`src/hdl/sst_regs.svh`:
```
// register map, field positions and counts of the serial shift transceiver
// assumes the 32-bit register bus word index is the byte address divided by four
// Summary of operation
// RQ1: clock source select 0 makes us master driving clock; 1 makes us slave.
// RQ2: master rate select: 00 base clock, 01 /32, 10 /16, 11 /8; slave ignores it.
// RQ3: eight-bit counter on rate base reloads from write-only reload register at end.
// RQ4: idle polarity bit holds serial clock low (0) or high (1) between transfers.
// RQ5: phase 0 presents first bit before first edge; phase 1 captures on second edge.
// RQ6: bits move on the transfer edge; serial output changes on the opposite edge.
// RQ7: bit order 0 shifts most significant bit first, 1 least significant first.
// RQ8: with enable and start set, exactly eight bits shift, then logic stops.
// RQ9: end of byte sets sticky done flag and clears start; software clears flag.
// RQ10: done flag and start clear appear half a serial clock after last bit; as slave the code sets them on the last edge.
// RQ11: with transfer interrupt enable set, completion raises the interrupt request.
// RQ12: received bits collect separately and are copied to shift buffer at completion.
// RQ13: software writes no transmit byte mid-shift and reads each byte in time.
// RQ14: enable 0 leaves three shared pins general purpose; 1 makes them serial pins.
// RQ15: enabled: clock pin input as slave, output as master; serial output always driven.
// RQ16: software sets the serial input pin to input in the direction register.
// RQ17: software sets enable, polarity and phase before setting start, not together.
// RQ18: each serial pin can be push-pull or open-drain per open-drain register.
// RQ19: master starts by clocking; both ends share mode and swap one byte each.
// RQ20: clock toggles on each counter overflow from 255: half period 256 minus reload.
`ifndef SST_REGS_SVH
`define SST_REGS_SVH

// register indices; byte address is four times the index
`define SST_IDX_MODE     8'hb4
`define SST_IDX_RELOAD   8'hb5
`define SST_IDX_BUF      8'hb6
`define SST_IDX_STATUS   8'hb7
`define SST_IDX_PDIR     8'hb8
`define SST_IDX_POD      8'hb9
`define SST_IDX_PDATA    8'hba
`define SST_IDX_PIN      8'hbb

// serial_mode_control fields
`define SST_MODE_EN      7
`define SST_MODE_START   6
`define SST_MODE_RATE_HI 5
`define SST_MODE_RATE_LO 4
`define SST_MODE_ORDER   3
`define SST_MODE_CLKSRC  2
`define SST_MODE_CLOCK_IDLE_POLARITY    1
`define SST_MODE_CLOCK_SAMPLE_PHASE    0

// status register fields
`define SST_STAT_DONE    0
`define SST_STAT_IRQEN   1

// shared pin positions
`define SST_PIN_SCK      0
`define SST_PIN_SI       1
`define SST_PIN_SO       2

`define SST_RST_BYTE     8'h00
`define SST_RST_PINS     3'h0
`define SST_RATE_FULL    2'h0
`define SST_RATE_DIV32   2'h1
`define SST_RATE_DIV16   2'h2
`define SST_DIV32_LAST   5'h1f
`define SST_DIV16_LAST   5'h0f
`define SST_DIV8_LAST    5'h07
`define SST_CNT_TOP      8'hff
`define SST_LAST_EDGE    4'hf
`define SST_RESP_OKAY    2'h0
`define SST_RESP_SLVERR  2'h2

`endif

```
`src/hdl/sst_pkg.sv`:
```
// types shared by the serial shift transceiver
// assumes sst_regs.svh supplies all numeric constants
package sst_pkg;
  typedef enum logic [1:0] {ST_IDLE, ST_SHIFT, ST_TAIL} xfer_state_t;
endpackage

```
`src/hdl/serial_shift_transceiver.sv`:
```
// serial shift transceiver: register slave, clock generator, shift engine, pin mux
// assumes an AXI4-Lite master on I_SYS_CLK and three shared pins from outside
`timescale 1ns/1ps
`default_nettype none
`include "sst_regs.svh"

module serial_shift_transceiver
  import sst_pkg::*;
#(
  parameter int ADDR_W = 12
) (
  input  wire logic              I_SYS_CLK,
  input  wire logic              I_RESET_N,
  input  wire logic [ADDR_W-1:0] I_AWADDR,
  input  wire logic              I_AWVALID,
  output logic                   O_AWREADY,
  input  wire logic [31:0]       I_WDATA,
  input  wire logic [3:0]        I_WSTRB,
  input  wire logic              I_WVALID,
  output logic                   O_WREADY,
  output logic [1:0]             O_BRESP,
  output logic                   O_BVALID,
  input  wire logic              I_BREADY,
  input  wire logic [ADDR_W-1:0] I_ARADDR,
  input  wire logic              I_ARVALID,
  output logic                   O_ARREADY,
  output logic [31:0]            O_RDATA,
  output logic [1:0]             O_RRESP,
  output logic                   O_RVALID,
  input  wire logic              I_RREADY,
  input  wire logic [2:0]        I_PIN_IN,
  output logic [2:0]             O_PIN_OUT,
  output logic [2:0]             O_PIN_OE,
  output logic                   O_IRQ
);

  function automatic logic is_mapped(input logic [ADDR_W-1:0] a);
    logic [7:0] i;
    i = a[9:2];
    return (a[ADDR_W-1:10] == '0) && (i >= `SST_IDX_MODE) && (i <= `SST_IDX_PIN);
  endfunction

  function automatic logic [4:0] rate_last(input logic [1:0] r);
    case (r)
      `SST_RATE_DIV32: return `SST_DIV32_LAST;
      `SST_RATE_DIV16: return `SST_DIV16_LAST;
      default:         return `SST_DIV8_LAST;
    endcase
  endfunction

  function automatic logic pick_bit(input logic [7:0] b, input logic [2:0] n,
                                    input logic lsb);
    return lsb ? b[n] : b[3'h7 - n];
  endfunction

  logic [7:0]  mode_q, reload_q, buf_q, cnt_q, rx_q, rx_d;
  logic        done_q, irq_en_q, irq_q;
  logic [2:0]  pdir_q, pod_q, pdata_q;
  logic [2:0]  pin_s1_q, pin_s2_q, pin_s3_q, pin_f_q;
  logic        sck_prev_q, sck_lvl_q, so_bit;
  logic [4:0]  pre_q;
  logic [3:0]  edge_q;
  logic [2:0]  tx_idx_q;
  xfer_state_t state_q;
  logic        aw_held_q, w_held_q, bvalid_q, rvalid_q, wstrb0_q;
  logic [ADDR_W-1:0] awaddr_q;
  logic [7:0]  wdata_q;
  logic [1:0]  bresp_q, rresp_q;
  logic [31:0] rdata_q, rd_word;
  logic        wr_fire, wr_go, go, busy_m, base_tick, toggle, edge_ev;
  logic        sample, shift_out, done_ev;
  logic [7:0]  wr_idx;
  logic [2:0]  drv_out, drv_oe, pin_out_q, pin_oe_q;

  wire en        = mode_q[`SST_MODE_EN];
  wire start     = mode_q[`SST_MODE_START];
  wire [1:0] rate = mode_q[`SST_MODE_RATE_HI:`SST_MODE_RATE_LO];
  wire lsb_first = mode_q[`SST_MODE_ORDER];
  wire slave     = mode_q[`SST_MODE_CLKSRC];
  wire clock_idle_polarity      = mode_q[`SST_MODE_CLOCK_IDLE_POLARITY];
  wire clock_sample_phase      = mode_q[`SST_MODE_CLOCK_SAMPLE_PHASE];

  ////////////////////////////////////////////////////////////////////////////
  // register bus slave

  assign O_AWREADY = !aw_held_q;
  assign O_WREADY  = !w_held_q;
  assign O_BVALID  = bvalid_q;
  assign O_BRESP   = bresp_q;
  assign O_ARREADY = !rvalid_q;
  assign O_RVALID  = rvalid_q;
  assign O_RDATA   = rdata_q;
  assign O_RRESP   = rresp_q;
  assign wr_fire   = aw_held_q && w_held_q && !bvalid_q;
  assign wr_idx    = awaddr_q[9:2];
  // only the low byte lane carries register bits
  assign wr_go     = wr_fire && wstrb0_q && is_mapped(awaddr_q);

  always_ff @(posedge I_SYS_CLK or negedge I_RESET_N) begin
    if (!I_RESET_N) begin
      aw_held_q <= 1'b0;
      w_held_q  <= 1'b0;
      awaddr_q  <= '0;
      wdata_q   <= `SST_RST_BYTE;
      wstrb0_q  <= 1'b0;
      bvalid_q  <= 1'b0;
      bresp_q   <= `SST_RESP_OKAY;
    end else begin
      if (I_AWVALID && !aw_held_q) begin
        aw_held_q <= 1'b1;
        awaddr_q  <= I_AWADDR;
      end
      if (I_WVALID && !w_held_q) begin
        w_held_q <= 1'b1;
        wdata_q  <= I_WDATA[7:0];
        wstrb0_q <= I_WSTRB[0];
      end
      if (wr_fire) begin
        aw_held_q <= 1'b0;
        w_held_q  <= 1'b0;
        bvalid_q  <= 1'b1;
        bresp_q   <= is_mapped(awaddr_q) ? `SST_RESP_OKAY : `SST_RESP_SLVERR;
      end else if (bvalid_q && I_BREADY) begin
        bvalid_q <= 1'b0;
      end
    end
  end

  always_comb begin
    rd_word = '0;
    case (I_ARADDR[9:2])
      `SST_IDX_MODE:   rd_word[7:0] = mode_q;
      `SST_IDX_BUF:    rd_word[7:0] = buf_q;
      `SST_IDX_STATUS: rd_word[`SST_STAT_IRQEN:`SST_STAT_DONE] = {irq_en_q, done_q};
      `SST_IDX_PDIR:   rd_word[2:0] = pdir_q;
      `SST_IDX_POD:    rd_word[2:0] = pod_q;
      `SST_IDX_PDATA:  rd_word[2:0] = pdata_q;
      `SST_IDX_PIN:    rd_word[2:0] = pin_f_q;
      default:         rd_word = '0;
    endcase
  end

  always_ff @(posedge I_SYS_CLK or negedge I_RESET_N) begin
    if (!I_RESET_N) begin
      rvalid_q <= 1'b0;
      rdata_q  <= '0;
      rresp_q  <= `SST_RESP_OKAY;
    end else if (I_ARVALID && !rvalid_q) begin
      rvalid_q <= 1'b1;
      rdata_q  <= is_mapped(I_ARADDR) ? rd_word : '0;
      rresp_q  <= is_mapped(I_ARADDR) ? `SST_RESP_OKAY : `SST_RESP_SLVERR;
    end else if (rvalid_q && I_RREADY) begin
      rvalid_q <= 1'b0;
    end
  end

  ////////////////////////////////////////////////////////////////////////////
  // software registers

  always_ff @(posedge I_SYS_CLK or negedge I_RESET_N) begin
    if (!I_RESET_N) begin
      mode_q <= `SST_RST_BYTE;
    end else if (wr_go && wr_idx == `SST_IDX_MODE) begin
      mode_q <= wdata_q;
    // RQ9 start self-clears
    end else if (done_ev) begin
      mode_q[`SST_MODE_START] <= 1'b0;
    end
  end

  always_ff @(posedge I_SYS_CLK or negedge I_RESET_N) begin
    if (!I_RESET_N) begin
      reload_q <= `SST_RST_BYTE;
      irq_en_q <= 1'b0;
      pdir_q   <= `SST_RST_PINS;
      pod_q    <= `SST_RST_PINS;
      pdata_q  <= `SST_RST_PINS;
    end else if (wr_go) begin
      if (wr_idx == `SST_IDX_RELOAD) reload_q <= wdata_q;
      if (wr_idx == `SST_IDX_STATUS) irq_en_q <= wdata_q[`SST_STAT_IRQEN];
      if (wr_idx == `SST_IDX_PDIR)   pdir_q   <= wdata_q[2:0];
      if (wr_idx == `SST_IDX_POD)    pod_q    <= wdata_q[2:0];
      if (wr_idx == `SST_IDX_PDATA)  pdata_q  <= wdata_q[2:0];
    end
  end

  // RQ9 sticky done flag; a completion beats a clearing write
  always_ff @(posedge I_SYS_CLK or negedge I_RESET_N) begin
    if (!I_RESET_N) begin
      done_q <= 1'b0;
    end else if (done_ev) begin
      done_q <= 1'b1;
    end else if (wr_go && wr_idx == `SST_IDX_STATUS && !wdata_q[`SST_STAT_DONE]) begin
      done_q <= 1'b0;
    end
  end

  // RQ11 interrupt request
  always_ff @(posedge I_SYS_CLK or negedge I_RESET_N) begin
    if (!I_RESET_N) irq_q <= 1'b0;
    else            irq_q <= done_q && irq_en_q;
  end
  assign O_IRQ = irq_q;

  ////////////////////////////////////////////////////////////////////////////
  // pin input synchroniser: a change counts once stages two and three agree

  always_ff @(posedge I_SYS_CLK or negedge I_RESET_N) begin
    if (!I_RESET_N) begin
      pin_s1_q   <= `SST_RST_PINS;
      pin_s2_q   <= `SST_RST_PINS;
      pin_s3_q   <= `SST_RST_PINS;
      pin_f_q    <= `SST_RST_PINS;
      sck_prev_q <= 1'b0;
    end else begin
      pin_s1_q   <= I_PIN_IN;
      pin_s2_q   <= pin_s1_q;
      pin_s3_q   <= pin_s2_q;
      pin_f_q    <= ((pin_s2_q ~^ pin_s3_q) & pin_s3_q) | ((pin_s2_q ^ pin_s3_q) & pin_f_q);
      sck_prev_q <= pin_f_q[`SST_PIN_SCK];
    end
  end

  ////////////////////////////////////////////////////////////////////////////
  // master clock generation

  // RQ17 start acts whenever enable is set, even when both arrive in the same write
  assign go        = en && start && state_q == ST_IDLE;
  assign busy_m    = !slave && state_q != ST_IDLE;
  // RQ2 rate base select
  assign base_tick = busy_m && (rate == `SST_RATE_FULL || pre_q == rate_last(rate));
  // RQ20 one toggle per overflow
  assign toggle    = base_tick && cnt_q == `SST_CNT_TOP;

  always_ff @(posedge I_SYS_CLK or negedge I_RESET_N) begin
    if (!I_RESET_N) begin
      pre_q <= '0;
    end else if (go || base_tick) begin
      pre_q <= '0;
    end else if (busy_m) begin
      pre_q <= pre_q + 5'h01;
    end
  end

  // RQ3 post-scaler with auto reload
  always_ff @(posedge I_SYS_CLK or negedge I_RESET_N) begin
    if (!I_RESET_N) begin
      cnt_q <= `SST_RST_BYTE;
    end else if (go || toggle) begin
      cnt_q <= reload_q;
    end else if (base_tick) begin
      cnt_q <= cnt_q + 8'h01;
    end
  end

  // RQ4 idle level, RQ19 master drives clock
  always_ff @(posedge I_SYS_CLK or negedge I_RESET_N) begin
    if (!I_RESET_N) begin
      sck_lvl_q <= 1'b0;
    end else if (state_q == ST_IDLE) begin
      sck_lvl_q <= clock_idle_polarity;
    end else if (busy_m && edge_ev) begin
      sck_lvl_q <= !sck_lvl_q;
    end
  end

  ////////////////////////////////////////////////////////////////////////////
  // shift engine

  // RQ1 edges from own clock as master, from the pin as slave
  assign edge_ev   = state_q == ST_SHIFT &&
                     (slave ? (pin_f_q[`SST_PIN_SCK] != sck_prev_q) : toggle);
  // RQ5 phase picks the capture edge
  assign sample    = edge_ev && (edge_q[0] == clock_sample_phase);
  // RQ6 output moves on the other edge
  assign shift_out = edge_ev && !sample && edge_q != 4'h0;
  // RQ10 master ends half a clock later; a slave has no clock to wait on
  assign done_ev   = (state_q == ST_TAIL && toggle) ||
                     (slave && edge_ev && edge_q == `SST_LAST_EDGE);

  // RQ7 bit order for receive
  always_comb begin
    rx_d = rx_q;
    if (sample) begin
      rx_d = lsb_first ? {pin_f_q[`SST_PIN_SI], rx_q[7:1]}
                       : {rx_q[6:0], pin_f_q[`SST_PIN_SI]};
    end
  end

  // RQ8 exactly sixteen edges, eight bits
  always_ff @(posedge I_SYS_CLK or negedge I_RESET_N) begin
    if (!I_RESET_N) begin
      state_q <= ST_IDLE;
    end else if (!en) begin
      state_q <= ST_IDLE;
    end else begin
      case (state_q)
        ST_IDLE:  if (go) state_q <= ST_SHIFT;
        ST_SHIFT: if (edge_ev && edge_q == `SST_LAST_EDGE) state_q <= slave ? ST_IDLE : ST_TAIL;
        ST_TAIL:  if (toggle) state_q <= ST_IDLE;
        default:  state_q <= ST_IDLE;
      endcase
    end
  end

  always_ff @(posedge I_SYS_CLK or negedge I_RESET_N) begin
    if (!I_RESET_N) begin
      edge_q   <= '0;
      tx_idx_q <= '0;
      rx_q     <= `SST_RST_BYTE;
    end else if (go) begin
      edge_q   <= '0;
      tx_idx_q <= '0;
    end else begin
      if (edge_ev)   edge_q   <= edge_q + 4'h1;
      if (shift_out) tx_idx_q <= tx_idx_q + 3'h1;
      rx_q <= rx_d;
    end
  end

  // RQ12 received byte lands in the shift buffer at completion
  always_ff @(posedge I_SYS_CLK or negedge I_RESET_N) begin
    if (!I_RESET_N) begin
      buf_q <= `SST_RST_BYTE;
    end else if (done_ev) begin
      buf_q <= rx_d;
    end else if (wr_go && wr_idx == `SST_IDX_BUF) begin
      buf_q <= wdata_q;
    end
  end

  // RQ7 bit order for transmit; RQ5 first bit stands before first edge
  assign so_bit = pick_bit(buf_q, tx_idx_q, lsb_first);

  ////////////////////////////////////////////////////////////////////////////
  // shared pin mux; the serial input direction stays with software

  // RQ14 pins general purpose unless enabled; RQ15 forced directions
  always_comb begin
    drv_oe  = pdir_q;
    drv_out = pdata_q;
    if (en) begin
      drv_oe[`SST_PIN_SCK]  = !slave;
      drv_out[`SST_PIN_SCK] = sck_lvl_q;
      drv_oe[`SST_PIN_SO]   = 1'b1;
      drv_out[`SST_PIN_SO]  = so_bit;
    end
  end

  // RQ18 open-drain pins only pull low
  always_ff @(posedge I_SYS_CLK or negedge I_RESET_N) begin
    if (!I_RESET_N) begin
      pin_out_q <= `SST_RST_PINS;
      pin_oe_q  <= `SST_RST_PINS;
    end else begin
      pin_out_q <= drv_out & ~pod_q;
      pin_oe_q  <= drv_oe & ~(pod_q & drv_out);
    end
  end
  assign O_PIN_OUT = pin_out_q;
  assign O_PIN_OE  = pin_oe_q;
endmodule // serial_shift_transceiver
`default_nettype wire

```
`config.mk`:
```
export PLATFORM = sky130hd
export DESIGN_NAME = serial_shift_transceiver
export DESIGN_NICKNAME = d
export VERILOG_FILES = /design/src/hdl/sst_pkg.sv /design/src/hdl/serial_shift_transceiver.sv
export VERILOG_INCLUDE_DIRS = /design/src /design/src/hdl
export SDC_FILE = /design/constraint.sdc
export NUM_CORES = 1
export LEC_CHECK = 0
export CELL_PAD_IN_SITES_DETAIL_PLACEMENT = 0
export CELL_PAD_IN_SITES_GLOBAL_PLACEMENT = 1
export CORE_MARGIN = 5
export CORE_UTILIZATION = 52
export CTS_BUF_LIST = sky130_fd_sc_hd__clkbuf_8
export CTS_CLUSTER_SIZE = 20
export DETAILED_ROUTE_END_ITERATION = 8
export DONT_BUFFER_PORTS = 1
export GPL_ROUTABILITY_DRIVEN = 0
export PLACE_DENSITY = 0.85
export SYNTH_ARGS = -nofsm -noshare
export SYNTH_HDL_FRONTEND = slang
export SYNTH_SLANG_ARGS = --single-unit
```
`constraint.sdc`:
```
create_clock -name I_SYS_CLK -period 3 [get_ports I_SYS_CLK]
set_clock_uncertainty 0.2 [all_clocks]
set_input_delay 0.75 -clock I_SYS_CLK [delete_from_list [all_inputs] [get_ports I_SYS_CLK]]
set_output_delay 0.75 -clock I_SYS_CLK [all_outputs]
set_load 0.03 [all_outputs]
```
==> results.cfg <==
[worst_setup_path]
cp.required_ns = 3.15
worstSetupEndpointType = flop
cpPeakStageDelay_ns = 0.41
path_max_fanout = 17
crit_type = flop to flop
path_buf_inv = 1
cp_cell_sequence = inv_1 -> ha_1 -> xnor2_1 -> a41o_1 -> a31o_2 -> nand2b_1 -> or3_1 -> a21oi_1
worst_path_max_delay_cell = dfrtp_1
critical_path.top_delay_family = compound AO/OA/AOI/OAI gates
worst_ep_arrival_time_ns = 2.73
start_kind = flop

[detailed_routing]
drtAntennaViolNets = 0
via_per_inst = 5.68
dr.pass1.iters = 4
drc = 0
wl_per_cell_um = 17.5
vias = 3794
drt_iter0_markers = 218
drt-total-wl_um = 11700

[status]
violations = negative hold slack
status = finished with violations

[grt]
grt_util_all_layers = 0.189
grt_pass1_wl_um = 19400
grt_pass1_vias = 3923
grt_max_degree = 120
grt_overflow = 0
antenna_found_initial = 0

[clock_tree]
cts_setup_buffers = 0
cts_tree = built
cts_made_buffers = 17
cts_buffer_depth = 2
htree_levels = 4
clock_sinks = 119
clk_transition_reported_paths_ns = 0.07
root_buffer = clkbuf_8
cts.repair.resized = 0
clk-insertion-delay-late_ns = 0.43

[place]
placed_area_sq_um = 5810
io_buffers = 0
place_ws_ns = 0.470
dp_hpwl_um = 8290

[synth]
ys_seq_area_frac = 0.520
synth_top_family_by_area = multiplexers
netlist_instances = 503
synth-xor-area-share = 0.00917
avgSynthCellArea_sq_um = 11.4
ys_ff_latch = 119
synth.distinct_cells = 54
netlist_area_sq_um = 5730
synth_fa_ha_area_frac = 0.0218
synth_top_area_frac = 0.520
yosys_most_used_dff = dfrtp_1
synth_common_cells = dfrtp_1, mux2_2, o21ai_0
synth.area.mux_share = 0.164
synth_compound_area_frac = 0.119
yosys-top-cells-area = dfrtp_1, mux2_2, buf_4, o21ai_0, a21oi_1
synth_edf_count = 0
async_reset_ff_frac = 1.00
yosysTopAreaCell = dfrtp_1
yosys.area_share.simple = 0.110
yosys_warnings = 0
yosysMostFrequentCell = dfrtp_1

[power]
p_leak_uw = 0.00282
power_uw = 4020
power_frac_seq = 0.515
power.density_nw_per_um2 = 647
clkPwrFrac = 0.372
ir_drop_mv = 0.532
switching_share = 0.291
p_switching_uw = 1170
pwr-share-comb = 0.113
power.internal_uw = 2850

[timing]
finalHoldViolCount = 119
fin_crit_ns = 2.58
drv_slew = 0
rsz0062_at_grt = no
period_share = 0.859
max-slew-margin-rel = 0.463
tightest_slew_ns = 0.804
setup_viol = 0
hold_ws_ns = -0.186
worst_slack_ns = 0.422
fin_setup_tns_ns = 0
fmax_ghz = 0.388

[min_path]
min_path_type = input port to async pin

[flow_run]
max_cap_viol_count = 0

[die]
core_sq_um = 10800
io_pins = 118
dieHeight_um = 115
fp.dieW_um = 115
rows = 38
dieArea_sq_um = 13200
start_util = 0.529

[finish]
synthToLayoutAreaGrowth_pct = 8.54
utilization = 0.574
finalNetCount = 595
fin_area_sq_um = 6220
drive_above_1_share = 0.199
n_antenna_cell = 0
## routing by layer
layer  wire length, um  global-route usage  up-vias
met5                 0                   0        -
met4               157              0.0728        0
met3               631              0.0563       17
met2              5900               0.311       97
met1              4980               0.236     1887
li1                  -                   -     1793
## cells by family (layout without fill, tap and decap cells)
family / Yosys count / after routing
xor gates and xnor gates: 6 / 6
AOI/OAI and AO/OA: 112 / 112
DFF: 119 / 119
adders and majority gates: 10 / 10
and+or+nand+nor: 118 / 118
other: 1 / 26
buffers and inverters: 58 / 58
muxes: 79 / 79
## path summary, 6_finish.rpt
kind / startpoint / end / slack, ns / depth (start not counted)
hold reg to reg: pin_s1_q[0] / pin_s2_q[0] / 0.15 / 0
min in group I_SYS_CLK: I_PIN_IN[2] / pin_s1_q[2] / 0.14 / 0
hold / removal: I_RESET_N / cnt_q[5] / -0.19 / 0
setup reg to reg: mode_q[5] / edge_q[3] / 0.42 / 8
max in group asynchronous: I_RESET_N / O_RDATA[0] / 2.65 / 0
setup / recovery: mode_q[5] / edge_q[3] / 0.42 / 8
## sequential cells by signal, indices dropped and copies added (netlist names), 2 cells and up
signal,flops
cnt_q,8
rx_q,8
mode_q,8
tx_idx_q,3
state_q,2
pod_q,3
edge_q,4
pin_s1_q,3
pin_f_q,3
O_RDATA,8
O_PIN_OE,3
reload_q,8
pin_s2_q,3
buf_q,8
pin_s3_q,3
pre_q,5
O_PIN_OUT,3
pdir_q,3
awaddr_q,10
wdata_q,8
pdata_q,3
## per-stage QoR
step | hold WS (ns) | cells
CTS | -0.208 | 668
finish | -0.186 | 668
global placement | 0.137 | 636
floorplan | 0.131 | 528
global route | -0.226 | 668
detailed placement | 0.136 | 636
## area by class of cell
| type | instances | area [sq um] |
|---|---|---|
| multi-input cells | 351 | 2520 |
| inverters | 18 | 67.6 |
| well taps | 140 | 175 |
| clock inverters | 15 | 179 |
| fillers | 930 | 4620 |
| flip-flops and latches | 119 | 2980 |
| clock buffers | 17 | 234 |
| repair buffers | 8 | 60.1 |
## layout by cell type, fill, tap and decap left out, types with 3 or more instances in the layout
cell type / netlist / layout
a21o_1: 4 / 4
buf_4: 26 / 8
nand2_1: 34 / 34
inv_1: 18 / 19
o21ai_0: 35 / 35
nand3_1: 23 / 23
conb_1: 1 / 26
or3_1: 3 / 3
ha_1: 10 / 10
mux4_2: 6 / 6
mux2_2: 50 / 50
a32oi_1: 3 / 3
and3_1: 4 / 4
clkinvlp_4: 0 / 3
bufinv_16: 0 / 3
dfrtp_1: 119 / 119
a31oi_1: 11 / 11
nor2b_1: 12 / 12
inv_6: 0 / 3
a21oi_1: 32 / 32
nor4_1: 3 / 3
nor2_1: 17 / 17
xnor2_1: 4 / 4
o211ai_1: 3 / 3
clkbuf_8: 0 / 17
a22oi_1: 5 / 5
mux2i_1: 15 / 15
mux2_1: 8 / 8
clkinv_4: 0 / 3
nand2b_1: 8 / 8
## power by group through the flow
stage / combinational [uW] / sequential, uW / clock (uW)
6_report: 456 / 2070 / 1500
5_1_grt: 500 / 2100 / 1600
4_1_cts: 461 / 2070 / 1520
3_5_place_dp: 458 / 2100 / 0
3_3_place_gp: 439 / 2090 / 0
2_1_floorplan: 437 / 2000 / 0
Power figures use the tool's default switching activity.
